===== config.mk =====
export PLATFORM = sky130hd
export DESIGN_NAME = adc_track_hold_sequencer
export DESIGN_NICKNAME = d
export VERILOG_FILES = /design/src/hdl/adc_th_pkg.sv /design/src/hdl/sar_engine.sv /design/src/hdl/adc_track_hold_sequencer.sv
export SDC_FILE = /design/constraint.sdc
export NUM_CORES = 1
export LEC_CHECK = 0
export BUFFER_PORTS_ARGS = -buffer_cell sky130_fd_sc_hd__buf_2
export CORE_MARGIN = 1.5
export CORE_UTILIZATION = 58
export CTS_CLUSTER_DIAMETER = 50
export DETAILED_ROUTE_END_ITERATION = 10
export GPL_TIMING_DRIVEN = 0
export PLACE_DENSITY = 0.88
export SLEW_MARGIN = 20
export SYNTH_ARGS = -nofsm -noshare
export SYNTH_HDL_FRONTEND = slang
export SYNTH_SLANG_ARGS = --single-unit

===== constraint.sdc =====
create_clock -name clock -period 2.6 [get_ports clock]
set_input_delay 0.52 -clock clock [delete_from_list [all_inputs] [get_ports clock]]
set_output_delay 0.52 -clock clock [all_outputs]
set_load 0.01 [all_outputs]

===== src/hdl/adc_th_pkg.sv =====
// shared constants and types for the track/hold sequencer
package adc_th_pkg;
    localparam int          SAR_BITS            = 12;
    localparam logic [3:0]  FRAME_PAD           = 4'h0;  // four pad bits ahead of the result
    localparam logic [3:0]  BYTE_BITS           = 4'h8;
    localparam logic [3:0]  EXT_HOLD_POS        = 4'h1;  // second pulse of first result byte
    localparam logic [3:0]  SECOND_BYTE_POS     = 4'h8;
    localparam logic [2:0]  LAST_BIT_IN_BYTE    = 3'h7;
    // setup byte fields
    localparam int          SETUP_FLAG_BIT      = 7;
    localparam int          SEL_MSB             = 6;
    localparam int          SEL_LSB             = 4;
    localparam int          CLK_BIT             = 3;
    localparam int          BIP_BIT             = 2;
    localparam int          REF_ROLE_BIT        = 1;     // bit of the reference field
    // configuration byte fields
    localparam int          CS_MSB              = 4;
    localparam int          CS_LSB              = 1;
    localparam int          SGL_BIT             = 0;
    // reset values
    localparam logic [2:0]  SEL_RESET           = 3'h0;
    localparam logic        CLK_RESET           = 1'b0;
    localparam logic        BIP_RESET           = 1'b0;
    localparam logic [3:0]  CS_RESET            = 4'h0;
    localparam logic        SGL_RESET           = 1'b1;
    // module defaults
    localparam logic [6:0]  DEVICE_ADDR_DEFAULT = 7'h2A; // arbitrary value
    localparam int          CHANNELS_DEFAULT    = 12;
    localparam int          INT_CLK_DIV_DEFAULT = 25;

    typedef enum logic [2:0] {
        s_idle, s_addr, s_ack, s_write, s_convert, s_read, s_master_ack
    } bus_state_t;
endpackage : adc_th_pkg


===== src/hdl/sar_engine.sv =====
// successive-approximation register, one result bit per step
`timescale 1ns/100ps
module sar_engine
    import adc_th_pkg::*;
#(
    parameter int WIDTH = SAR_BITS
) (
    input  wire logic             clock,
    input  wire logic             rst_n,
    input  wire logic             start,
    input  wire logic             step,
    input  wire logic             compare_high,
    output logic      [WIDTH-1:0] dac_code,
    output logic      [WIDTH-1:0] result,
    output logic                  busy,
    output logic                  done
);
    import adc_th_pkg::*;

    logic [WIDTH-1:0] mask;

    // one bit decided per step, msb first; the last step raises done
    always_ff @(posedge clock or negedge rst_n) begin
        if (!rst_n) begin
            mask     <= '0;
            result   <= '0;
            dac_code <= '0;
            busy     <= 1'b0;
            done     <= 1'b0;
        end else if (start) begin
            mask     <= {1'b1, {(WIDTH-1){1'b0}}};
            dac_code <= {1'b1, {(WIDTH-1){1'b0}}};
            result   <= '0;
            busy     <= 1'b1;
            done     <= 1'b0;
        end else if (busy && step) begin
            if (compare_high) begin
                result <= result | mask;
            end
            dac_code <= (compare_high ? dac_code : (dac_code & ~mask)) | (mask >> 1);
            mask     <= mask >> 1;
            busy     <= !mask[0];
            done     <= mask[0];
        end else begin
            done <= 1'b0;
        end
    end
endmodule : sar_engine


===== src/hdl/adc_track_hold_sequencer.sv =====
// track/hold sequencing, bus slave and channel steering for a 12-bit sar converter
//
// How it works
// - in internal clock mode tracking starts on the eighth rising bus clock of the address.
// - in internal clock mode the sample is held on the falling edge of the address ack pulse.
// - after hold in internal mode conversion runs on the own clock with bus clock held low.
// - in external mode tracking starts on the rising edge of a read bit after a matching address.
// - in external mode hold comes on the second rising edge of the first result byte.
// - in external mode the conversion steps on the twelve bus clocks after the hold point.
// - each conversion takes twelve conversion clocks, one result bit per clock.
// - the acquisition window spans those edges, 1.5 periods internal and 3 external.
// - with single-ended select at 1 the chosen channel is converted against ground.
// - with single-ended select at 0 the chosen pair drives both capacitor inputs.
// - the highest input doubles as reference pin, its role set by the reference field.
// - each result is 12 bits shifted out serially on the bus.
// - the multiplexer has 4 or 12 channels and the channel field addresses them.
// - a written byte with msb 1 is the setup byte, with msb 0 the configuration byte.
// - single-ended mode always uses unipolar coding.
`timescale 1ns/100ps
module adc_track_hold_sequencer
    import adc_th_pkg::*;
#(
    parameter logic [6:0] DEVICE_ADDR = DEVICE_ADDR_DEFAULT,
    parameter int         CHANNELS    = CHANNELS_DEFAULT,
    parameter int         INT_CLK_DIV = INT_CLK_DIV_DEFAULT
) (
    input  wire logic                clock,
    input  wire logic                rst_n,
    input  wire logic                scl_in,
    output logic                     scl_out,
    output logic                     scl_oe,
    input  wire logic                sda_in,
    output logic                     sda_out,
    output logic                     sda_oe,
    input  wire logic                comparator_high,
    output logic      [SAR_BITS-1:0] dac_code,
    output logic                     track_enable,
    output logic      [3:0]          mux_pos_sel,
    output logic      [3:0]          mux_neg_sel,
    output logic                     neg_to_ground,
    output logic                     bipolar_coding,
    output logic      [2:0]          reference_select,
    output logic                     input_or_reference_pin_ref,
    output logic                     ext_clock_mode,
    output logic                     converting,
    output logic      [SAR_BITS-1:0] result_data
);
    import adc_th_pkg::*;

    localparam int DIV_W = (INT_CLK_DIV > 1) ? $clog2(INT_CLK_DIV) : 1;
    localparam logic [DIV_W-1:0] DIV_LAST = DIV_W'(INT_CLK_DIV - 1);
    localparam logic [3:0] LAST_CH = 4'(CHANNELS - 1);

    bus_state_t    state;
    logic [1:0]    pin_in;
    logic [2:0]    pin_sync [2];
    logic [1:0]    pin_lvl;
    logic [1:0]    pin_prev;
    logic          scl_rise, scl_fall, bus_start, bus_stop;
    logic [7:0]    shift;
    logic [3:0]    bit_cnt;
    logic [3:0]    rd_pos;
    logic          addr_hit, rw_read, master_acked;
    logic [2:0]    sel_field;
    logic          bip_bit, single_diff_select;
    logic [3:0]    chan_select;
    logic [DIV_W-1:0] div_cnt;
    logic          div_tick;
    logic          sar_start, sar_step, sar_busy, sar_done;
    logic          addr_last_rise, ack_fall, byte_stored, ext_hold_rise;

    assign pin_in  = {sda_in, scl_in};
    assign scl_out = 1'b0; // open drain: only ever pulls low
    assign sda_out = 1'b0;

    // frame bit at a serial position, msb first: pad then result
    function automatic logic frame_bit(input logic [3:0] pos, input logic [SAR_BITS-1:0] r);
        logic [15:0] frame;
        frame = {FRAME_PAD, r};
        return frame[~pos];
    endfunction : frame_bit

    // clamp a channel number into the fitted multiplexer
    function automatic logic [3:0] clamp_ch(input logic [3:0] ch);
        return (ch > LAST_CH) ? LAST_CH : ch;
    endfunction : clamp_ch

    // three-stage synchronisers; a level counts when stages two and three agree
    generate
        for (genvar i = 0; i < 2; i++) begin : g_sync
            always_ff @(posedge clock or negedge rst_n) begin
                if (!rst_n) begin
                    pin_sync[i] <= 3'h7;
                    pin_lvl[i]  <= 1'b1;
                    pin_prev[i] <= 1'b1;
                end else begin
                    pin_sync[i] <= {pin_sync[i][1:0], pin_in[i]};
                    if (pin_sync[i][1] == pin_sync[i][2]) begin
                        pin_lvl[i] <= pin_sync[i][2];
                    end
                    pin_prev[i] <= pin_lvl[i];
                end
            end
        end
    endgenerate

    // bus events from the filtered levels
    assign scl_rise  = pin_lvl[0] && !pin_prev[0];
    assign scl_fall  = !pin_lvl[0] && pin_prev[0];
    assign bus_start = pin_lvl[0] && pin_prev[0] && pin_prev[1] && !pin_lvl[1];
    assign bus_stop  = pin_lvl[0] && pin_prev[0] && !pin_prev[1] && pin_lvl[1];

    // qualified moments that steer the track/hold
    assign addr_last_rise = (state == s_addr) && scl_rise && (bit_cnt == BYTE_BITS - 4'h1);
    assign ack_fall       = (state == s_ack) && scl_fall;
    assign byte_stored    = (state == s_write) && scl_fall && (bit_cnt == BYTE_BITS);
    assign ext_hold_rise  = (state == s_read) && scl_rise && ext_clock_mode
                            && (rd_pos == EXT_HOLD_POS);

    // bus slave: address, ack, write bytes, stretch, result shift-out
    always_ff @(posedge clock or negedge rst_n) begin
        if (!rst_n) begin
            state        <= s_idle;
            shift        <= 8'h00;
            bit_cnt      <= 4'h0;
            rd_pos       <= 4'h0;
            addr_hit     <= 1'b0;
            rw_read      <= 1'b0;
            master_acked <= 1'b0;
            sda_oe       <= 1'b0;
            scl_oe       <= 1'b0;
        end else if (bus_start) begin
            state   <= s_addr;
            bit_cnt <= 4'h0;
            sda_oe  <= 1'b0;
        end else if (bus_stop && state != s_convert) begin
            // a stop mid-conversion is ignored so the stretch always ends cleanly
            state  <= s_idle;
            sda_oe <= 1'b0;
        end else begin
            case (state)
                s_addr, s_write: begin
                    if (scl_rise) begin
                        shift   <= {shift[6:0], pin_lvl[1]};
                        bit_cnt <= bit_cnt + 4'h1;
                    end
                    if (addr_last_rise) begin
                        addr_hit <= (shift[6:0] == DEVICE_ADDR);
                        rw_read  <= pin_lvl[1];
                    end
                    if (scl_fall && bit_cnt == BYTE_BITS) begin
                        if (state == s_write || addr_hit) begin
                            state  <= s_ack;
                            sda_oe <= 1'b1;
                        end else begin
                            state <= s_idle;
                        end
                    end
                end
                s_ack: begin
                    if (scl_fall) begin
                        sda_oe  <= 1'b0;
                        bit_cnt <= 4'h0;
                        if (!rw_read) begin
                            state <= s_write;
                        end else if (ext_clock_mode) begin
                            state  <= s_read;
                            rd_pos <= 4'h0;
                            sda_oe <= !frame_bit(4'h0, result_data);
                        end else begin
                            state  <= s_convert;
                            scl_oe <= 1'b1;
                        end
                    end
                end
                s_convert: begin
                    if (sar_done) begin
                        // result is final in this cycle, so release and drive bit 0
                        state  <= s_read;
                        scl_oe <= 1'b0;
                        rd_pos <= 4'h0;
                        sda_oe <= !frame_bit(4'h0, result_data);
                    end
                end
                s_read: begin
                    if (scl_fall) begin
                        if (rd_pos[2:0] == LAST_BIT_IN_BYTE) begin
                            state  <= s_master_ack;
                            sda_oe <= 1'b0;
                        end else begin
                            rd_pos <= rd_pos + 4'h1;
                            sda_oe <= !frame_bit(rd_pos + 4'h1, result_data);
                        end
                    end
                end
                s_master_ack: begin
                    if (scl_rise) begin
                        master_acked <= !pin_lvl[1];
                    end
                    if (scl_fall) begin
                        if (master_acked && !rd_pos[3]) begin
                            state  <= s_read;
                            rd_pos <= SECOND_BYTE_POS;
                            sda_oe <= !frame_bit(SECOND_BYTE_POS, result_data);
                        end else begin
                            state <= s_idle;
                        end
                    end
                end
                default: begin
                    state <= s_idle;
                end
            endcase
        end
    end

    // setup and configuration bytes
    always_ff @(posedge clock or negedge rst_n) begin
        if (!rst_n) begin
            sel_field          <= SEL_RESET;
            ext_clock_mode     <= CLK_RESET;
            bip_bit            <= BIP_RESET;
            chan_select        <= CS_RESET;
            single_diff_select <= SGL_RESET;
        end else if (byte_stored) begin
            if (shift[SETUP_FLAG_BIT]) begin
                sel_field      <= shift[SEL_MSB:SEL_LSB];
                ext_clock_mode <= shift[CLK_BIT];
                bip_bit        <= shift[BIP_BIT];
            end else begin
                chan_select        <= shift[CS_MSB:CS_LSB];
                single_diff_select <= shift[SGL_BIT];
            end
        end
    end

    // track/hold switch; track spans 8th rise to ack fall, or read rise to 2nd data rise
    always_ff @(posedge clock or negedge rst_n) begin
        if (!rst_n) begin
            track_enable <= 1'b0;
        end else if (addr_last_rise && shift[6:0] == DEVICE_ADDR
                     && (!ext_clock_mode || pin_lvl[1])) begin
            track_enable <= 1'b1;
        end else if ((ack_fall && rw_read && !ext_clock_mode) || ext_hold_rise) begin
            track_enable <= 1'b0;
        end
    end

    // internal conversion clock divider
    always_ff @(posedge clock or negedge rst_n) begin
        if (!rst_n) begin
            div_cnt  <= '0;
            div_tick <= 1'b0;
        end else begin
            div_tick <= (div_cnt == DIV_LAST);
            div_cnt  <= (div_cnt == DIV_LAST) ? '0 : div_cnt + DIV_W'(1);
        end
    end

    assign sar_start = (ack_fall && rw_read && !ext_clock_mode) || ext_hold_rise;
    // external mode steps on the bus clock, internal on the divider
    assign sar_step  = ext_clock_mode ? scl_rise : div_tick;
    assign converting = sar_busy;

    sar_engine #(
        .WIDTH (SAR_BITS)
    ) u_sar (
        .clock        (clock),
        .rst_n        (rst_n),
        .start        (sar_start),
        .step         (sar_step),
        .compare_high (comparator_high),
        .dac_code     (dac_code),
        .result       (result_data),
        .busy         (sar_busy),
        .done         (sar_done)
    );

    // channel steering, coding and reference pin role
    always_ff @(posedge clock or negedge rst_n) begin
        if (!rst_n) begin
            mux_pos_sel                <= 4'h0;
            mux_neg_sel                <= 4'h0;
            neg_to_ground              <= 1'b1;
            bipolar_coding             <= 1'b0;
            reference_select           <= SEL_RESET;
            input_or_reference_pin_ref <= 1'b0;
        end else begin
            mux_pos_sel      <= clamp_ch(chan_select);
            mux_neg_sel      <= single_diff_select ? 4'h0 : clamp_ch(chan_select ^ 4'h1);
            neg_to_ground    <= single_diff_select;
            bipolar_coding   <= bip_bit && !single_diff_select;
            reference_select <= sel_field;
            input_or_reference_pin_ref <= sel_field[REF_ROLE_BIT];
        end
    end
endmodule : adc_track_hold_sequencer


After elaboration in Yosys (flattened, before gate mapping). Cells that the tools add are included.

Bits in registers: 103. Bits of input ports: 5. Output and inout bits: 45. Word-level logic and storage cells: 206.

$add $sub $neg: 3. Magnitude comparators: 3. Eq/ne operators: 35. Mux-type cells: 66. Bitwise gates (word level): 9. Reduce and logical (&&, ||, !) cells: 56.

Operators with widths (count): 2-to-1 mux 12 bit (8); 2-to-1 mux 4 bit (15); 2-to-1 mux 3 bit (10); 2-to-1 mux 1 bit (25); logical AND 1 bit (24); inequality test 2 bit, second input constant (9); inequality test 4 bit, second input constant (4); one-hot mux 4 bit (4 select lines) (1); AND reduction 4 bit (4); one-hot mux 3 bit (5 select lines) (1); AND 12 bit (1); equality test 3 bit, second input constant (4); inequality test 4 x 3 -> 1 bit, second input constant (3); NOT 12 bit (1); OR 12 x 11 -> 12 bit (1); OR 12 bit (1); AND reduction 11 bit (1); logical NOT 1 bit (10); inequality test 3 bit, second input constant (3); adder 4 x 1 -> 4 bit, second input constant (2); greater-than comparator 4 bit, second input constant (2); one-hot mux 4 bit (2 select lines) (1); AND reduction 8 bit (1); nonzero test 2 bit (4); other kinds (27) (36).

Longest topological paths before layout. Gate-level depths: netlist (run 1).

Depth after elaboration: 10. Gate-level depth with buffers: 8. Depth with buffers taken out: 7.

Hierarchy. From an unflattened synthesis (run 1), not the netlist that was laid out.

Cells, all modules: 398. Area, all modules: 4680.7 sq um.

By module, submodules not included: adc_track_hold_sequencer (times used 1, cells an instance 258, area an instance 2994.1 sq um, seq. area each 1616.6 sq um); sar_engine (times used 1, cells an instance 140, area an instance 1686.6 sq um, seq. area each 950.9 sq um).

Least setup slack after synthesis (run 1). Ideal clock, no wire load.

Kind: reg2reg. From: register pin_prev[0]. To: register rd_pos[0]. Setup time: 125 ps. Data arrival time: 1793 ps. Slack: 682 ps. Stages on the path, launching flop included: 7. Cell sequence: dfstp_2 > buf_2 > nand2b_1 > a21oi_1 > o21bai_4 > nor4b_4 > mux2_2.

Longest elaborated chain between the ends: 6. Elaborated cells between the ends (all ways): 13.

RTL lines: from (decl) (line adc_track_hold_sequencer.sv:58) `logic [1:0] pin_prev;`; from (signal, indexed assignment) (line adc_track_hold_sequencer.sv:101) `pin_prev[i] <= pin_lvl[i];`; logical AND 1 bit (line adc_track_hold_sequencer.sv:110, adc_track_hold_sequencer.sv:111); logical AND 1 bit (2 in series) (line adc_track_hold_sequencer.sv:111) `assign bus_stop = pin_lvl[0] && pin_prev[0] && !pin_prev[1] && pin_lvl[1];`; logical AND 1 bit (line adc_track_hold_sequencer.sv:136) `end else if (bus_stop && state != s_convert) begin`; NOT 1 bit (no line); AND reduction 11 bit (no line) (*); to (signal assigned) (line adc_track_hold_sequencer.sv:191) `rd_pos <= rd_pos + 4'h1;`; to (decl) (line adc_track_hold_sequencer.sv:62) `logic [3:0] rd_pos;`.

Every way passes the cells marked *; elsewhere a longest branch is shown, timed or not. A chain may end at the register's enable or synchronous reset.

Worst setup path after layout (run 1).
From: register state[0]. To: register u_sar.result[6].

Longest elaborated chain between the ends: 7. Elaborated cells between the ends (all ways): 13.

RTL lines: from (decl) (line adc_track_hold_sequencer.sv:54) `bus_state_t state;`; from (signal assigned) (line adc_track_hold_sequencer.sv:123) `state <= s_idle;`; from (signal assigned) (line adc_track_hold_sequencer.sv:133) `state <= s_addr;`; from (signal assigned) (line adc_track_hold_sequencer.sv:138) `state <= s_idle;`; equality test 3 x 2 -> 1 bit or equality test 3 bit (tied branches) (line adc_track_hold_sequencer.sv:115, adc_track_hold_sequencer.sv:117); logical AND 1 bit, on equally long branches (line adc_track_hold_sequencer.sv:115, adc_track_hold_sequencer.sv:117); logical AND 1 bit, on equally long branches (line adc_track_hold_sequencer.sv:260, adc_track_hold_sequencer.sv:117); logical AND 1 bit, on equally long branches (line adc_track_hold_sequencer.sv:260, adc_track_hold_sequencer.sv:118); logical OR 1 bit (*) (line adc_track_hold_sequencer.sv:260) `assign sar_start = (ack_fall && rw_read && !ext_clock_mode) || ext_hold_rise;`; nonzero test 2 bit (no line); AND reduction 2 bit (no line); to (signal assigned) (line sar_engine.sv:38) `result <= result | mask;`; to (decl) (line sar_engine.sv:14) `output logic [WIDTH-1:0] result,`.

Marked as above.

==> summary.txt, run 1 <==
Clock tree
  • Clock-pin slew on the worst setup and hold paths: 0.10 ns
  • Total number of H-tree levels: 3
  • Post-CTS setup repair buffer count: 0
  • Clock root cell: sky130_fd_sc_hd__clkbuf_8
  • Quantity of hold-fixing buffers added after cts: 0
  • Insertion delay of the later-clocked pin in the worst-skew pair: between 0.3 and 0.4 ns
  • Number of gates given a new drive strength after cts: 0
  • Number of buffers on the longest clock path: 2
  • CTS sink cnt: 102
  • Clock tree from TritonCTS: built
  • Number of buffers added by the clock tree synthesis step: 9

Setup path
  • Max Fanout on Critical Path: 10
  • Origin of the critical flop-to-flop path: state[0]
  • Critical-path top delay cell: sky130_fd_sc_hd__nor4_1
  • Setup CP Type: flip-flop to flip-flop
  • Internal reg-to-reg setup slack: 0.23 ns
  • Reg2reg path depth: 7
  • Crit path largest cell delay: approximately 0.51 ns
  • Critical path endpoint category: flip-flop
  • Buf+Inv Stages, Crit Path: 3
  • Kind of start point of the critical path: flip-flop
  • Cell breakdown of the critical path: inv_1 > nand2_1 > nor4_1 > o21bai_1 > buf_2 > buf_2 > nor2_1
  • Worst endpoint data arrival time: 2.62 ns
  • Data required time at the worst endpoint: 2.85 ns
  • Top cell family by delay on the critical path: simple AND/OR/NAND/NOR gates
  • Worst flop-to-flop path endpoint: u_sar.result[6]
  • Crit path top cell by count: sky130_fd_sc_hd__buf_2

Power
  • Leakage power: 2.38 nW
  • Net load switching power: 0.000666 W
  • Total power density per cell area: about 560 mW/mm2
  • Maximum vdd drop: ~0.37 mV
  • Combinational Power Share: 5.2%
  • Sequential power share: between 50 and 60%
  • Clock network fraction of total power: approximately 35%
  • Internal power summed over all cells: 0.00214 W
  • Switching Share: 23.7%

STA
  • Post-route fraction of the period consumed by the critical path: ~91%
  • RSZ-0062 raised after global routing: false
  • F_max: roughly 420 MHz
  • Transition time at the pin with the least slew margin: 0.512 ns
  • Setup total negative slack: 0 ns
  • Pins Over Slew Limit: 0
  • Shortest clock period the worst path allows after layout: 2.37 ns
  • Final Hold Viols: 0
  • Final setup margin: between 0.2 and 0.25 ns
  • Relative max-transition margin: between 60% and 70%
  • Final count of negative-setup-slack endpoints: 0
  • Largest clock skew in the final design: 0.0105 ns

Global routing
  • Via count of the first global-routing pass: 3254
  • Global-route wire length before repair: 15.4 mm
  • Grt total ovfl: 0
  • Maximum number of pins on one net before global-route repair: 74
  • Gr usage total: 23.7%
  • Initial antenna violation count: 0

Placed design
  • Routability Congestion: between 0.9 and 1
  • Detail Placement HPWL: 6.43 mm
  • Post-Place Setup Slack: 0.384 ns
  • Port-buffer cells: 47

Synthesis
  • Share of the yosys chip area belonging to registers: 57.9%
  • Number of distinct standard cells referenced by the synthesized netlist: 59
  • Cell area after technology mapping: 0.00443 mm2
  • Mean area per synthesized cell: 11.3 um2
  • Leading area contributor after synthesis: sky130_fd_sc_hd__dfrtp_1
  • EDFF count, synth: 0
  • Synthesis Warnings: 0
  • Area contributors post-synth: sky130_fd_sc_hd__dfrtp_1 (51%), sky130_fd_sc_hd__dfstp_2 (7.1%), sky130_fd_sc_hd__mux2_2 (6.4%), sky130_fd_sc_hd__a21oi_1 (4.7%), sky130_fd_sc_hd__nand2_1 (3.0%)
  • Commonest register cell after synthesis: sky130_fd_sc_hd__dfrtp_1
  • Fraction of synthesis flops using an asynchronous set or reset pin: 100%
  • Count of mapped cells out of synthesis: roughly 400
  • Total of flip-flops plus latches after synthesis: 102
  • Area fraction of the dominant cell type after synthesis: 50.8%

Outcome
  • Result of the run: complete, no violations

Floorplan
  • Initial core utilization: 60.4%
  • Floorplan die height: 90.4 um
  • Horizontal extent of the die: 90.4 um
  • Core region area: 0.00733 mm2
  • Placement Rows: 31
  • I/O pin count: 50
  • Overall die area: between 0.008 and 0.009 mm2

Detailed routing
  • Total via count after detailed routing: 3247
  • Wire length on met3: between 500 and 600 um
  • Met2 wire len: 4.56 mm
  • Number of vias per cell: 5.84
  • Per-cell routed wire length: around 16 um
  • Total wirelength of the detailed-routed design: 9.16 mm
  • Remaining number of nets flagged by the antenna check after routing: 0
  • DRC: 0
  • Wire length the detailed router placed on met1: 3.91 mm
  • Top sig layer: met4
  • DRC marker count from the first detailed-route iteration: 228
  • Total iterations of the first detailed-routing run: 5

Hold path
  • Class of the worst hold path: primary input to asynchronous set/reset pin

Layout
  • Number of fillers in the final layout: between 500 and 600
  • Area of the multi-input gates: approximately 0.0017 mm2
  • Number of antenna diodes: 0
  • Share of cells above drive strength 1: 26.3%
  • Number of nets at the end of the flow: around 460
  • Storage element area: 0.00257 mm2
  • Area grow syn2layout: 13.4%

Run
  • Max-cap viol count: 0
==> layer usage <==
metal	vias up	GRT usage, %
met5	-	0
met4	0	8.73
met3	12	4.46
met2	128	40.2
met1	1616	30.5
li1	1491	-
==> area by class of cell <==
cell class	count	area share, %
timing repair buffer	48	5.35
sequential	102	51.1
inverter	22	1.64
buffer	20	1.94
clock buffer	10	2.54
clock inverter	6	1.39
multi-input combinational	249	33.6
tap	99	2.47
==> per-stage QoR <==
stage	area (um2)	hold WS (ns)	power [W]	util [%]	std cells
final	5020	0.0162	0.00281	68.5	556
after global routing	5020	0.0207	0.00291	68.5	556
after global placement	4790	0.346	0.00183	65.4	539
after CTS	5020	0.0164	0.00283	68.5	556
after floorplan	4430	0.224	0.00177	-	393
after detailed placement	4830	0.348	0.00185	65.8	540
==> worst register-to-register path: cells and delay by family (launching register included) <==
kind | cells | cell delay (ns)
compound gates | 1 | 0.26
buf+inv | 3 | 0.74
flops | 1 | 0.42
simple gates | 3 | 0.84
==> synthesized netlist by cell type (4+ instances only) <==
library cell / instances
sky130_fd_sc_hd__nand2_1: 35
sky130_fd_sc_hd__mux2_2: 25
sky130_fd_sc_hd__nand2b_1: 7
sky130_fd_sc_hd__nor2b_1: 9
sky130_fd_sc_hd__ha_1: 7
sky130_fd_sc_hd__inv_1: 22
sky130_fd_sc_hd__dfrtp_1: 90
sky130_fd_sc_hd__nand4_1: 4
sky130_fd_sc_hd__nand3_1: 4
sky130_fd_sc_hd__a21oi_1: 42
sky130_fd_sc_hd__dfstp_2: 12
sky130_fd_sc_hd__buf_2: 9
sky130_fd_sc_hd__clkbuf_1: 7
sky130_fd_sc_hd__nor2_1: 29
sky130_fd_sc_hd__o21ai_0: 22
==> cell usage in the layout, fill, tap and decap left out, types with 4 or more instances in the layout <==
cell type	n
sky130_fd_sc_hd__a21oi_1	42
sky130_fd_sc_hd__buf_2	55
sky130_fd_sc_hd__clkbuf_1	8
sky130_fd_sc_hd__clkbuf_8	9
sky130_fd_sc_hd__dfrtp_1	90
sky130_fd_sc_hd__dfstp_2	12
sky130_fd_sc_hd__ha_1	7
sky130_fd_sc_hd__inv_1	22
sky130_fd_sc_hd__mux2_2	25
sky130_fd_sc_hd__nand2_1	35
sky130_fd_sc_hd__nand2b_1	7
sky130_fd_sc_hd__nand3_1	4
sky130_fd_sc_hd__nand4_1	4
sky130_fd_sc_hd__nor2_1	29
sky130_fd_sc_hd__nor2b_1	9
sky130_fd_sc_hd__o21ai_0	22
==> state kept, by name, indices dropped and copies added, names as in the netlist, 2 cells and up <==
name	flops
bit_cnt	4
chan_select	4
mux_neg_sel	4
rd_pos	4
reference_select	3
pin_lvl	2
state	3
u_sar.dac_code	12
u_sar.result	12
sel_field	3
mux_pos_sel	4
div_cnt	5
u_sar.mask	12
pin_sync	6
shift	8
pin_prev	2
==> cell families after synthesis <==
logic type,after synthesis,share of synthesized area [%]
buffers and inverters,42,4.07
DFF,102,57.9
and+or+nand+nor,110,13.2
muxes,30,8.33
other,1,0.0846
xor gates and xnor gates,4,0.791
adders and majority gates,9,2.43
AOI/OAI and AO/OA,94,13.2
==> worst max-delay path by stage <==
stage	slack (ns)	cells past startpoint	startpoint	endpoint
3_3_place_gp	0.04	1	rst_n	u_sar.result[4]
4_1_cts	0.33	7	state[0]	u_sar.result[8]
5_1_grt	0.12	7	pin_prev[0]	u_sar.result[6]
6_report	0.23	7	state[0]	u_sar.result[6]
3_5_place_dp	0.38	7	state[0]	u_sar.result[6]
2_1_floorplan	0.68	6	pin_prev[0]	rd_pos[0]
==> power by group through the flow <==
stage	Combinational, W	Clock (W)	Sequential (W)
3_3_place_gp	0.000138	0	0.00169
2_1_floorplan	0.0000819	0	0.00169
3_5_place_dp	0.000149	0	0.00170
5_1_grt	0.000167	0.00107	0.00167
4_1_cts	0.000149	0.00101	0.00167
6_report	0.000147	0.000995	0.00167
Note: power is estimated with default switching activity, not from simulation.
==> run 2: changes to the inputs <==
Settings changed: CORE_UTILIZATION 58 to 52, PLACE_DENSITY 0.88 to 0.84.
Clock period 2.6 ns to 1.9 ns, I/O delays scaled along.
==> run 2 against run 1 <==
The run now ends with negative setup slack left. Final cell count rose by 5.4%. Non-clock buffer count grew 24. Power up 36%. Clock skew decreased by 0.0050 ns. Clock-buffer cell count rose by 1. Largest cell class unchanged.
==> summary.txt, run 2 (synthesis gave the netlist of run 1 again) <==
Hold path
  • Class of the worst hold path: primary input to flip-flop
  • Min-Delay Endpoint: pin_sync[3]
  • Hold path startpoint: scl_in
  • Hold Crit Depth: 1

STA
  • Final Hold Viols: 0
  • Final setup margin: -0.0600 ns
  • Shortest clock period the worst path allows after layout: 1.96 ns
  • RSZ-0062 raised after global routing: true
  • F_max: 510 MHz
  • Setup total negative slack: -0.220 ns
  • WHS: about 0.11 ns
  • Final count of negative-setup-slack endpoints: 5
  • Post-route fraction of the period consumed by the critical path: 103%
  • Pins Over Slew Limit: 0
  • Largest clock skew in the final design: 0.00542 ns

Placed design
  • Port-buffer cells: 47
  • Detail Placement HPWL: 6.32 mm
  • Routability Congestion: approximately 0.93

Floorplan
  • Placement Rows: 33
  • Core region area: a little over 0.008 mm2
  • Horizontal extent of the die: 95.3 um
  • Floorplan die height: between 90 and 100 um
  • Initial core utilization: 53.9%
  • Overall die area: around 0.0091 mm2
  • I/O pin count: 50

Power
  • Internal power summed over all cells: ~0.0029 W
  • Clock network fraction of total power: 32.9%
  • Total power density per cell area: 702 mW/mm2
  • Net load switching power: between 0.0009 and 0.001 W
  • Maximum vdd drop: 0.453 mV
  • Combinational Power Share: 7.6%
  • Switching Share: 25.1%
  • Leakage power: 2.56 nW
  • Sequential power share: 59.5%

Clock tree
  • Clock-pin slew on the worst setup and hold paths: ~0.1 ns
  • Total number of H-tree levels: 3
  • Number of buffers added by the clock tree synthesis step: 9
  • Number of buffers on the longest clock path: 2
  • Clock root cell: sky130_fd_sc_hd__clkbuf_8
  • Insertion delay of the later-clocked pin in the worst-skew pair: 0.36 ns
  • CTS sink cnt: ~100
  • Clock tree from TritonCTS: built

Detailed routing
  • DRC: 0
  • Remaining number of nets flagged by the antenna check after routing: 0
  • Number of vias per cell: 5.67
  • DRC marker count from the first detailed-route iteration: roughly 170
  • Total iterations of the first detailed-routing run: 4
  • Per-cell routed wire length: 16.6 um
  • Total wirelength of the detailed-routed design: 9.75 mm
  • Total via count after detailed routing: 3323

Outcome
  • Result of the run: complete, but fails checks
  • Violations in the final reports: negative setup slack

Layout
  • Biggest regs: u_sar.dac_code x12, u_sar.mask x12, u_sar.result x12
  • Number of nets at the end of the flow: 488
  • Number of fillers in the final layout: 610
  • Number of antenna diodes: 0
  • Share of cells above drive strength 1: between 30% and 40%
  • Commonest non-fill, non-tap cell in the layout: sky130_fd_sc_hd__dfrtp_1
  • Highest-count cells in the layout ignoring fill and taps: sky130_fd_sc_hd__dfrtp_1 (87), sky130_fd_sc_hd__buf_2 (49), sky130_fd_sc_hd__a21oi_1 (41)
  • Area grow syn2layout: 22.8%

Setup path
  • Worst endpoint data arrival time: 2.21 ns
  • Reg2reg path depth: 6
  • Critical-path top delay cell: sky130_fd_sc_hd__dfstp_2
  • Kind of start point of the critical path: flip-flop
  • Crit path largest cell delay: 0.56 ns
  • Max Fanout on Critical Path: 4
  • Critical path endpoint category: flip-flop
  • Internal reg-to-reg setup slack: -0.06 ns
  • Setup CP Type: flip-flop to flip-flop
  • Worst flop-to-flop path endpoint: rd_pos[2]
  • Data required time at the worst endpoint: approximately 2.2 ns
  • Origin of the critical flop-to-flop path: pin_lvl[1]
  • Cell breakdown of the critical path: nand4b_1 > o21ai_4 > o21bai_4 > nor4b_4 > buf_4 > mux2_4

Global routing
  • Initial antenna violation count: 0
  • Gr usage total: 22.2%
  • Global-route wire length before repair: approximately 15 mm
  • Via count of the first global-routing pass: between 3000 and 4000
  • Grt total ovfl: 0
  • Maximum number of pins on one net before global-route repair: 86

Run
  • Max-cap viol count: 0
run 2: power by group through the flow:
stage                     clock network (W)  logic [W]  registers [W]
after floorplan                           0   0.000113        0.00231
after global placement                    0   0.000190        0.00232
after detailed placement                  0   0.000203        0.00232
after CTS                           0.00127   0.000257        0.00228
after global routing                0.00137   0.000317        0.00228
final                               0.00126   0.000292        0.00227
run 2: layout make-up:
cell class / count / area [um2] / share of cell area [%]
inverter: 22 / 82.6 / 1.52
clock buffer: 11 / 131 / 2.41
timing repair buffer: 73 / 465 / 8.55
sequential: 102 / 2570 / 47.3
tap: 105 / 131 / 2.41
clock inverter: 5 / 47.5 / 0.874
buffer: 19 / 128 / 2.35
multi-input combinational: 249 / 1880 / 34.6
run 2: how the worst max path moves through the flow:
stage                           start               to  depth (start not counted)  slack [ns]
after detailed placement  pin_prev[0]  u_sar.result[7]                          7       -0.34
after global placement          rst_n    u_sar.mask[6]                          1       -0.56
after global routing       pin_lvl[1]        rd_pos[2]                          6       -0.12
after CTS                  pin_lvl[1]        rd_pos[2]                          6       -0.05
after floorplan           pin_prev[0]        rd_pos[0]                          6        0.02
final                      pin_lvl[1]        rd_pos[2]                          6       -0.06
run 2: stage by stage:
stage | total power [W] | util [%] | std cells | setup slack (ns) | area [um2]
floorplan | 0.00242 | - | 393 | 0.0230 | 4440
CTS | 0.00380 | 63.5 | 575 | -0.0458 | 5220
global route | 0.00397 | 66.2 | 586 | -0.117 | 5440
finish | 0.00382 | 66.2 | 586 | -0.0600 | 5440
global placement | 0.00251 | 58.5 | 545 | -0.556 | 4800
detailed placement | 0.00252 | 58.9 | 546 | -0.340 | 4840
run 2: critical path, delay by kind of cell (launching register included):
family / cells / cell delay, ns
flops: 1 / 0.56
simple gates: 2 / 0.48
compound gates: 2 / 0.30
buf+inv: 1 / 0.19
mux: 1 / 0.31
run 2: metal layers:
metal | part of all wire (%) | vias up | wire [um] | track usage [%]
met5 | 0 | - | 0 | 0
met4 | 1.2 | 0 | 113 | 5.97
met1 | 45 | 1671 | 4350 | 29.9
met2 | 50 | 100 | 4850 | 36.5
li1 | - | 1541 | - | -
met3 | 4.5 | 11 | 443 | 4.63
run 2: timing repair:
item | in CTS | in global routing
hold endpoints to repair | 17 | 0
pin swaps | 3 | 7
hold buffers | 1 | 0
gates resized for setup | 28 | 41
setup endpoints to repair | 56 | 53
buffers inserted | 13 | 11
